## src/rtl/csu_cfg.svh

```systemverilog
`ifndef CSU_CFG_SVH
`define CSU_CFG_SVH
// Register byte offsets on the APB side
`define CSU_OFF_MAIN 12'h000
`define CSU_OFF_CLK 12'h004
`define CSU_OFF_FLEN 12'h008
`define CSU_OFF_STAT 12'h00C
`define CSU_OFF_TX 12'h010
`define CSU_OFF_RX 12'h014
// Main control field positions and writable bits
`define CSU_MAIN_PWR 7
`define CSU_MAIN_TXE 6
`define CSU_MAIN_RXE 5
`define CSU_MAIN_DIR 4
`define CSU_MAIN_TMS 1
`define CSU_MAIN_SCE 0
`define CSU_MAIN_MASK 8'hF3
// Clock configuration fields
`define CSU_CLK_CKP 4
`define CSU_CLK_DAP 3
`define CSU_CLK_MASK 8'h1F
`define CSU_CKS_EXT 3'h7
// Status fields
`define CSU_STAT_TSF 7
`define CSU_STAT_OVE 0
// Reset values
`define CSU_MAIN_RST 8'h00
`define CSU_CLK_RST 8'h00
`define CSU_FLEN_RST 4'h0
// Frame length: field 0 gives the base length, the largest is the data width
`define CSU_LEN_BASE 5'h08
`define CSU_LEN_MAX 5'h10
`define CSU_FLEN_TOP 4'h8
// Master end: serial clock half period in pclk cycles
`define CSU_HALF_DEF 2
`endif

```

## src/rtl/csu_pkg.sv

```systemverilog
package csu_pkg;
   // Data word as held in the holding and shift registers
   typedef logic [15:0] word_t;
   // Bit position within a frame
   typedef logic [4:0] bit_count_t;
   // Master end sequencing
   typedef enum logic [1:0] {ST_IDLE, ST_LOW, ST_HIGH} master_state_t;
endpackage : csu_pkg

```

## src/rtl/csu_link_if.sv

```systemverilog
`timescale 1ns/1ps
interface csu_link_if;
   logic serial_clock_pin; // Serial clock, made by the master, idle high
   logic serial_in_pin; // Master data into the unit
   logic serial_out_pin; // Unit data out to the master
   modport device (
      input serial_clock_pin,
      input serial_in_pin,
      output serial_out_pin
   );
   modport master (
      output serial_clock_pin,
      output serial_in_pin,
      input serial_out_pin
   );
endinterface : csu_link_if

```

## src/rtl/clocked_serial_unit.sv

```systemverilog
// Added by the designer: the address map and the APB interface to the registers.
`timescale 1ns/1ps
`include "csu_cfg.svh"
// Summary of operation
// - Software loads clock config 07H first.
// - Clock source 111 takes pin serial clock.
// - Frame length field 0000 means 8 bits.
// - Order bit 0 is MSB first; 00 type 1.
// - Control C3H: transmit-only continuous, clock on.
// - Control A3H: receive-only continuous, clock on.
// - Control E3H: transmit and receive continuous.
// - Transmit write sets active flag, awaits clock.
// - Receive-only dummy read sets active flag.
// - Drive output bits with the serial clock.
// - Sample input bits with the serial clock.
// - Holding moved to shifter raises transmit-ready.
// - Transmit-only never raises reception complete.
// - Frame received: raise interrupt, expose word.
// - Preloaded word starts next frame immediately.
// - Receive-only continues while continuous bit set.
// - Receive-only, continuous bit cleared: flag drops at end.
// - Transmit-only without new word: flag drops.
// - Transmit/receive without new word: flag drops.
// - Software writes next word after transmit-ready.
// - Software checks flag zero before power off.
// - Master clocks only after holding written.
// - Unread word overwritten: interrupt, overrun set.
module clocked_serial_unit (
   input wire logic pclk, // System clock
   input wire logic presetn, // Asynchronous reset, active low
   input wire logic psel, // APB select
   input wire logic penable, // APB access phase
   input wire logic pwrite, // APB direction, high for write
   input wire logic [11:0] paddr, // APB byte address
   input wire logic [31:0] pwdata, // APB write data
   output logic [31:0] prdata, // APB read data
   output logic pready, // APB ready
   output logic pslverr, // APB error for unmapped addresses
   output logic tx_ready_irq, // Transmit holding free, one-cycle pulse
   output logic rx_done_irq, // Received word ready, one-cycle pulse
   csu_link_if.device link // Serial link to the master
);
   // Configuration and status state
   logic [7:0] main_r;
   logic [7:0] clk_cfg_r;
   logic [3:0] flen_r;
   logic tsf_r;
   logic ovr_r;
   csu_pkg::word_t tx_hold_r;
   logic tx_full_r;
   logic loaded_r;
   csu_pkg::word_t rx_hold_r;
   logic rx_unread_r;
   logic [31:0] prdata_r;
   logic pready_r;
   logic pslverr_r;
   logic tx_irq_r;
   logic rx_irq_r;
   // Decoded controls and events
   logic pwr;
   logic txe;
   logic rxe;
   logic sce;
   logic ext_clk;
   logic [4:0] len;
   logic setup;
   logic finish;
   logic wr_tx;
   logic wr_stat;
   logic rd_rx;
   logic load;
   logic core_done;
   logic core_so;
   csu_pkg::word_t core_rx;
   logic [31:0] rd_mux;
   logic [7:0] stat;

   // Field 0 is the base length; larger codes extend it up to the data width
   function automatic logic [4:0] frame_len(input logic [3:0] cl);
      if (cl == 4'h0)
         return `CSU_LEN_BASE;
      else if (cl > `CSU_FLEN_TOP)
         return `CSU_LEN_MAX;
      else
         return 5'(`CSU_LEN_BASE + {1'b0, cl});
   endfunction : frame_len

   // Only aligned words at the printed offsets are mapped
   function automatic logic addr_ok(input logic [11:0] a);
      return (a == `CSU_OFF_MAIN) || (a == `CSU_OFF_CLK) || (a == `CSU_OFF_FLEN) ||
             (a == `CSU_OFF_STAT) || (a == `CSU_OFF_TX) || (a == `CSU_OFF_RX);
   endfunction : addr_ok

   // Control decode; C3H, A3H and E3H set power, direction enables and continuous bits at once
   assign pwr = main_r[`CSU_MAIN_PWR];
   assign txe = main_r[`CSU_MAIN_TXE];
   assign rxe = main_r[`CSU_MAIN_RXE];
   assign sce = main_r[`CSU_MAIN_SCE];
   assign ext_clk = clk_cfg_r[2:0] == `CSU_CKS_EXT;
   assign len = frame_len(flen_r);

   // APB phases: no wait state, the access completes on its first access edge
   assign setup = psel && !penable;
   assign finish = psel && penable && pready_r;
   assign wr_tx = finish && pwrite && (paddr == `CSU_OFF_TX) && pwr && txe;
   assign wr_stat = finish && pwrite && (paddr == `CSU_OFF_STAT);
   assign rd_rx = finish && !pwrite && (paddr == `CSU_OFF_RX);

   // A pending word enters the shifter when idle or right at a frame's end
   assign load = tx_full_r && txe && pwr && (!loaded_r || core_done);

   assign prdata = prdata_r;
   assign pready = pready_r;
   assign pslverr = pslverr_r;
   assign tx_ready_irq = tx_irq_r;
   assign rx_done_irq = rx_irq_r;
   // With transmit disabled the output line rests low
   assign link.serial_out_pin = core_so && txe;

   // Shift engine; polarity applied here so the core always sees type 1 timing
   shift_core i_shift_core (
      .pclk(pclk),
      .presetn(presetn),
      .clear(!pwr),
      .run(pwr && tsf_r && ext_clk),
      .sck_level(link.serial_clock_pin ^ clk_cfg_r[`CSU_CLK_CKP]),
      .si(link.serial_in_pin),
      .lsb_first(main_r[`CSU_MAIN_DIR]),
      .len(len),
      .load(load),
      .load_word(tx_hold_r),
      .so(core_so),
      .frame_done(core_done),
      .rx_word(core_rx)
   );

   // Read data selection
   always_comb
   begin
      stat = 8'h00;
      stat[`CSU_STAT_TSF] = tsf_r;
      stat[`CSU_STAT_OVE] = ovr_r;
      case (paddr)
         `CSU_OFF_MAIN: rd_mux = {24'h000000, main_r};
         `CSU_OFF_CLK: rd_mux = {24'h000000, clk_cfg_r};
         `CSU_OFF_FLEN: rd_mux = {28'h0000000, flen_r};
         `CSU_OFF_STAT: rd_mux = {24'h000000, stat};
         `CSU_OFF_TX: rd_mux = {16'h0000, tx_hold_r};
         `CSU_OFF_RX: rd_mux = {16'h0000, rx_hold_r};
         default: rd_mux = 32'h00000000;
      endcase
   end

   // Bus answer: data and error captured in the setup cycle
   always_ff @(posedge pclk or negedge presetn)
      if (!presetn)
      begin
         prdata_r <= 32'h00000000;
         pready_r <= 1'b0;
         pslverr_r <= 1'b0;
      end
      else
      begin
         pready_r <= psel && !pready_r;
         if (setup)
         begin
            prdata_r <= pwrite ? 32'h00000000 : rd_mux;
            pslverr_r <= !addr_ok(paddr);
         end
      end

   // Configuration registers; software is expected to write 07H and 00H first
   always_ff @(posedge pclk or negedge presetn)
      if (!presetn)
      begin
         main_r <= `CSU_MAIN_RST;
         clk_cfg_r <= `CSU_CLK_RST;
         flen_r <= `CSU_FLEN_RST;
      end
      else if (finish && pwrite)
      begin
         if (paddr == `CSU_OFF_MAIN)
            main_r <= pwdata[7:0] & `CSU_MAIN_MASK;
         if (paddr == `CSU_OFF_CLK)
            clk_cfg_r <= pwdata[7:0] & `CSU_CLK_MASK;
         if (paddr == `CSU_OFF_FLEN)
            flen_r <= pwdata[3:0];
      end

   // Transmit holding register; a new write wins over the load that empties it
   always_ff @(posedge pclk or negedge presetn)
      if (!presetn)
      begin
         tx_hold_r <= 16'h0000;
         tx_full_r <= 1'b0;
      end
      else if (!pwr)
         tx_full_r <= 1'b0;
      else if (wr_tx)
      begin
         tx_hold_r <= pwdata[15:0];
         tx_full_r <= 1'b1;
      end
      else if (load)
         tx_full_r <= 1'b0;

   // Shifter holds a transmit word from load until its frame ends
   always_ff @(posedge pclk or negedge presetn)
      if (!presetn)
         loaded_r <= 1'b0;
      else if (!pwr)
         loaded_r <= 1'b0;
      else if (load)
         loaded_r <= 1'b1;
      else if (core_done)
         loaded_r <= 1'b0;

   // Transfer-active flag; starting events win over an ending in the same cycle
   always_ff @(posedge pclk or negedge presetn)
      if (!presetn)
         tsf_r <= 1'b0;
      else if (!pwr)
         tsf_r <= 1'b0;
      else if (wr_tx)
         tsf_r <= 1'b1;
      else if (rd_rx && rxe && !txe)
         tsf_r <= 1'b1;
      else if (core_done && txe && !tx_full_r)
         tsf_r <= 1'b0;
      else if (core_done && !txe && !sce)
         tsf_r <= 1'b0;

   // Transmit-ready pulse when the holding register is free again
   always_ff @(posedge pclk or negedge presetn)
      if (!presetn)
         tx_irq_r <= 1'b0;
      else
         tx_irq_r <= load;

   // Receive side; only a mode with reception enabled reports a frame
   always_ff @(posedge pclk or negedge presetn)
      if (!presetn)
      begin
         rx_hold_r <= 16'h0000;
         rx_unread_r <= 1'b0;
         rx_irq_r <= 1'b0;
      end
      else
      begin
         rx_irq_r <= core_done && rxe && pwr;
         if (core_done && rxe && pwr)
         begin
            rx_hold_r <= core_rx;
            rx_unread_r <= 1'b1;
         end
         else if (rd_rx || !pwr)
            rx_unread_r <= 1'b0;
      end

   // Overrun: a completed frame finds the last word unread; set beats clear
   always_ff @(posedge pclk or negedge presetn)
      if (!presetn)
         ovr_r <= 1'b0;
      else if (core_done && rxe && pwr && rx_unread_r && !rd_rx)
         ovr_r <= 1'b1;
      else if (wr_stat && !pwdata[`CSU_STAT_OVE])
         ovr_r <= 1'b0;
endmodule : clocked_serial_unit

```

## src/rtl/shift_core.sv

```systemverilog
`timescale 1ns/1ps
module shift_core (
   input wire logic pclk, // System clock
   input wire logic presetn, // Asynchronous reset, active low
   input wire logic clear, // Return counter and data to idle
   input wire logic run, // Serial clock edges are honoured
   input wire logic sck_level, // Serial clock, polarity already applied
   input wire logic si, // Serial input data
   input wire logic lsb_first, // Bit order
   input wire logic [4:0] len, // Frame length in bits
   input wire logic load, // Take load_word as the next frame
   input wire csu_pkg::word_t load_word, // Word to transmit
   output logic so, // Serial output bit
   output logic frame_done, // One-cycle pulse after the last bit
   output csu_pkg::word_t rx_word // Received frame
);
   logic sck_prev_r;
   csu_pkg::bit_count_t cnt_r;
   csu_pkg::word_t tx_w_r;
   csu_pkg::word_t rx_w_r;
   logic so_r;
   logic done_r;
   logic fall;
   logic rise;

   // Position of the current bit inside the word for either order
   function automatic logic [3:0] bit_idx(input logic [4:0] c, input logic [4:0] n,
                                          input logic lsb);
      logic [4:0] pos;
      pos = lsb ? c : 5'(n - 5'h01 - c);
      return pos[3:0];
   endfunction : bit_idx

   // Edges are only seen while running; the previous level is always tracked
   assign fall = run && sck_prev_r && !sck_level;
   assign rise = run && !sck_prev_r && sck_level;
   assign so = so_r;
   assign frame_done = done_r;
   assign rx_word = rx_w_r;

   always_ff @(posedge pclk or negedge presetn)
      if (!presetn)
         sck_prev_r <= 1'b1;
      else
         sck_prev_r <= sck_level;

   // Transmit word; a load may land at the frame's end
   always_ff @(posedge pclk or negedge presetn)
      if (!presetn)
         tx_w_r <= 16'h0000;
      else if (clear)
         tx_w_r <= 16'h0000;
      else if (load)
         tx_w_r <= load_word;

   // Output changes on the falling edge, so it is stable at the rising one
   always_ff @(posedge pclk or negedge presetn)
      if (!presetn)
         so_r <= 1'b0;
      else if (clear)
         so_r <= 1'b0;
      else if (fall)
         so_r <= tx_w_r[bit_idx(cnt_r, len, lsb_first)];

   // Bit counter and end-of-frame pulse
   always_ff @(posedge pclk or negedge presetn)
      if (!presetn)
      begin
         cnt_r <= 5'h00;
         done_r <= 1'b0;
      end
      else if (clear)
      begin
         cnt_r <= 5'h00;
         done_r <= 1'b0;
      end
      else
      begin
         done_r <= rise && (cnt_r == 5'(len - 5'h01));
         if (rise)
            cnt_r <= (cnt_r == 5'(len - 5'h01)) ? 5'h00 : 5'(cnt_r + 5'h01);
      end

   // Input sampled on the rising edge; stale upper bits cleared at frame start
   always_ff @(posedge pclk or negedge presetn)
      if (!presetn)
         rx_w_r <= 16'h0000;
      else if (clear)
         rx_w_r <= 16'h0000;
      else if (rise)
      begin
         if (cnt_r == 5'h00)
            rx_w_r <= 16'h0000;
         rx_w_r[bit_idx(cnt_r, len, lsb_first)] <= si;
      end
endmodule : shift_core

```

## src/flat_wrapper.sv

```systemverilog
// flat-port wrapper written by rule: the top's interface ports become plain ports
module clocked_serial_unit_flat 
  (pclk, presetn, psel, penable, pwrite, paddr, pwdata, prdata, pready, pslverr, tx_ready_irq, rx_done_irq, link_serial_clock_pin, link_serial_in_pin, link_serial_out_pin);
  csu_link_if link_i ();
  input wire logic pclk;
  input wire logic presetn;
  input wire logic psel;
  input wire logic penable;
  input wire logic pwrite;
  input wire logic [11:0] paddr;
  input wire logic [31:0] pwdata;
  output logic [31:0] prdata;
  output logic pready;
  output logic pslverr;
  output logic tx_ready_irq;
  output logic rx_done_irq;
  input wire logic [$bits(link_i.serial_clock_pin)-1:0] link_serial_clock_pin;
  input wire logic [$bits(link_i.serial_in_pin)-1:0] link_serial_in_pin;
  output wire logic [$bits(link_i.serial_out_pin)-1:0] link_serial_out_pin;
  assign link_i.serial_clock_pin = link_serial_clock_pin;
  assign link_i.serial_in_pin = link_serial_in_pin;
  assign link_serial_out_pin = link_i.serial_out_pin;
  clocked_serial_unit u_core (.pclk(pclk), .presetn(presetn), .psel(psel), .penable(penable), .pwrite(pwrite), .paddr(paddr), .pwdata(pwdata), .prdata(prdata), .pready(pready), .pslverr(pslverr), .tx_ready_irq(tx_ready_irq), .rx_done_irq(rx_done_irq), .link(link_i));
endmodule
```

## config.mk

```make
export PLATFORM = sky130hd
export DESIGN_NAME = clocked_serial_unit_flat
export DESIGN_NICKNAME = d
export VERILOG_FILES = /design/src/rtl/csu_pkg.sv /design/src/rtl/csu_link_if.sv /design/src/rtl/clocked_serial_unit.sv /design/src/rtl/shift_core.sv /design/src/flat_wrapper.sv
export VERILOG_INCLUDE_DIRS = /design/src /design/src/rtl
export SDC_FILE = /design/constraint.sdc
export NUM_CORES = 1
export LEC_CHECK = 0
export BUFFER_PORTS_ARGS = -buffer_cell sky130_fd_sc_hd__buf_4
export CAP_MARGIN = 20
export CORE_MARGIN = 3
export CORE_UTILIZATION = 25
export DETAILED_ROUTE_END_ITERATION = 10
export SLEW_MARGIN = 10
export SYNTH_ARGS = -nofsm -noshare
export SYNTH_HDL_FRONTEND = slang
export SYNTH_SLANG_ARGS = --single-unit
```

## constraint.sdc

```tcl
create_clock -name pclk -period 5.3 [get_ports pclk]
set_input_delay 0.265 -clock pclk [delete_from_list [all_inputs] [get_ports pclk]]
set_output_delay 0.265 -clock pclk [all_outputs]
set_load 0.02 [all_outputs]
```

==> impl_metrics.py <==
metrics = {
    "status": {
        "status": "finished, final reports clean",
    },
    "run": {
        "cap_violations": 0,
    },
    "clock_network": {
        "clock_path_buffers": 2,
        "clock-sinks": 112,
        "cts_tree": "done",
        "cts_root_buf": "clkbuf_16",
        "clk_latency_ns": 0.36,
        "postCtsSetupRepairBufs": 0,
        "htree_levels": 3,
        "cts_buffers": 9,
        "clkSlewWorstSetupHoldPaths_ns": 0.08,
    },
    "synth": {
        "synth-edff-count": 0,
        "yosys.area_share.simple": 0.138,
        "synth_compound_area_frac": 0.138,
        "muxShareOfSynthArea": 0.137,
        "synth_seq_cells": 112,
        "synthXorXnorAreaFrac": 0.0111,
        "synth_top_area_share": 0.503,
        "synth_cell_types": 54,
        "ys.flop_type": "dfrtp_1",
        "netlist_area_um2": 5530,
        "syn_avg_cell_area_um2": 10.8,
        "yosysTopAreaCell": "dfrtp_1",
        "yosys_warnings": 0,
        "yosys.area_share.adder": 0.0172,
        "synth_area_leaders": "dfrtp_1 50%, mux2_2 8.2%, nand2_1 5.6%, o21ai_0 3.8%, o211ai_1 2.4%",
        "yosysSeqAreaShare": 0.507,
        "synth_cells": 511,
        "synth_top_family_by_area": "compound AO/OA/AOI/OAI gates",
        "ys_async_sr_fraction": 1.00,
    },
    "setup_path": {
        "r2r_start": "u_core.flen_r[3]",
        "cp.arrival_ns": 3.47,
        "start_kind": "flip-flop",
        "crit_slowest_cell": "a21oi_1",
        "cpLargestDelayFamily": "compound AO/OA/AOI/OAI gates",
        "critPathCaptureType": "flip-flop",
        "cpPeakStageDelay_ns": 0.66,
        "critPathBufInv": 0,
        "worstSetupStartpoint": "u_core.flen_r[3]",
        "path_class": "reg2reg",
        "path_max_fanout": 10,
        "required_ns": 5.57,
        "path_cells": "nand2b_1, ha_1, fa_1, xor2_1, nor2_1, a21oi_1, nand3_1, o211ai_1",
    },
    "sta": {
        "finalHoldViolCount": 0,
        "finalSetupTns_ns": 0,
        "drv_slew": 0,
        "relSlewSlack": 0.314,
        "finalSetupViolCount": 0,
        "postLayoutSetupSlackWorst_ns": 2.11,
        "max_clock_freq_ghz": 0.313,
        "rsz0062_at_grt": "no",
        "tightest_slew_ns": 1.03,
        "fin_crit_sh": 0.602,
        "skew_ns": 0.00868,
        "period_minus_slack_ns": 3.19,
    },
    "routing": {
        "wl_met2_um": 6400,
        "avgRoutedWirePerCell_um": 16.2,
        "viasPerCell": 4.72,
        "wl_met1_um": 6280,
        "drt_wl_total_um": 13500,
        "routed.top_layer": "met4",
        "drt_pass1_iterations": 4,
        "num_vias": 3946,
        "postRouteAntennaNets": 0,
        "wl_met3_um": 694,
        "drc": 0,
        "drt_iter0_markers": 298,
    },
    "die": {
        "die_h_um": 155,
        "num_rows": 53,
        "start_util": 0.259,
        "ios": 88,
        "die_area_um2": 23900,
        "core-area_um2": 21400,
        "dieWidth_um": 155,
    },
    "cells_and_area": {
        "stdcell_count": 836,
        "multi_input_area_um2": 2490,
        "layout_commonest_cell": "dfrtp_1",
        "nNetsFinal": 614,
        "n_antenna_cell": 0,
        "final_layout_size_suffix_gt1_frac": 0.250,
        "layout.area.seq_um2": 2800,
        "final_cell_mix": "111 x dfrtp_1, 82 x nand2_1, 58 x buf_4, 42 x o21ai_0, 40 x mux2_2",
        "synthToLayoutAreaGrowth_pct": 16.6,
        "filler_cell_count": 2208,
        "fin_area_um2": 6440,
    },
    "placement": {
        "placed_cell_area_um2": 6130,
        "placed_cells": 818,
        "dpl.hpwl_um": 9540,
        "pre_cts_ws_ns": 2.07,
        "portBuffers": 55,
        "globalplace.congestion": 0.785,
    },
    "min_path": {
        "hold_path_startpoint": "pwdata[15]",
        "min_path_type": "in2reg",
    },
    "grt": {
        "overflow": 0,
        "first_global_vias": 3930,
        "grt_usage": 0.118,
        "antenna_found_initial": 0,
        "grt_pass1_wl_um": 22100,
        "grt_start_max_net_pins": 81,
    },
    "pwr": {
        "power_density_nw_per_um2": 247,
        "ir_worst_vdd_mv": 0.139,
        "p_leak_nw": 2.88,
    },
}
[through the flow]
step	util	hold WS [ns]	power [W]
floorplan	-	-0.0306	0.000911
global placement	0.287	0.469	0.000950
detailed placement	0.287	0.471	0.000949
CTS	0.300	0.120	0.00161
global route	0.302	0.118	0.00166
finish	0.302	0.131	0.00159
[cells in the mapped netlist, drive strengths merged, types with 4 or more instances]
library cell,number
nand2b,10
dfrtp,111
mux2,48
mux2i,5
nor3,4
nor2b,8
buf,24
nand2,82
inv,13
xnor2,5
nand3,14
o211ai,18
o21ai,42
o311ai,13
a21oi,12
clkbuf,17
nor2,17
mux4,6
a22oi,15
ha,6
[power by group]
group / internal (W) / switching (W)
registers: 0.000857 / 0.00000180
clock network: 0.000334 / 0.000326
logic: 0.0000267 / 0.0000493
total: 0.00122 / 0.000377
[worst paths after layout]
kind	end	slack, ns	cells after the start
worst max-delay path	u_core.i_shift_core.rx_word[2]	2.11	8
worst min-delay path	u_core.tx_hold_r[15]	0.13	2
worst max register to register	u_core.i_shift_core.rx_word[2]	2.11	8
worst min register to register	u_core.prdata[13]	0.48	2
max in group asynchronous	u_core.i_shift_core.sck_prev_r	3.87	4
min in group asynchronous	u_core.tx_hold_r[15]	0.32	2
[registers in the layout, summed over array words and instances, names as in the netlist, 4 cells and up]
signal	cells
u_core.clk_cfg_r	5
u_core.flen_r	4
u_core.i_shift_core.cnt_r	5
u_core.i_shift_core.rx_word	16
u_core.i_shift_core.tx_w_r	16
u_core.main_r	6
u_core.prdata	16
u_core.rx_hold_r	16
u_core.tx_hold_r	16
[final cells by class]
type	count	area share
Sequential cell	112	0.435
Multi-Input combinational cell	360	0.387
Timing Repair Buffer	60	0.0734
Tap cell	275	0.0534
Clock buffer	10	0.0371
Inverter	13	0.00757
Clock inverter	6	0.00660
[routing by layer]
metal  GRT usage  up-vias
li1            -     1898
met1       0.162     1960
met2       0.180       74
met3      0.0369       14
met4      0.0315        0
met5           0        -
[cells by family after synthesis]
group,count (synthesis)
mux,59
xor+xnor,7
flops,112
simple gates,156
fa+ha+maj,7
compound gates,115
other cells,1
buf+inv,54
[repair_timing]
action,CTS,global route
hold buffers,0,1
gates resized for setup,0,0
endpoints found under the setup margin,0,0
hold endpoints to repair,0,17
Power figures use the tool's default switching activity.
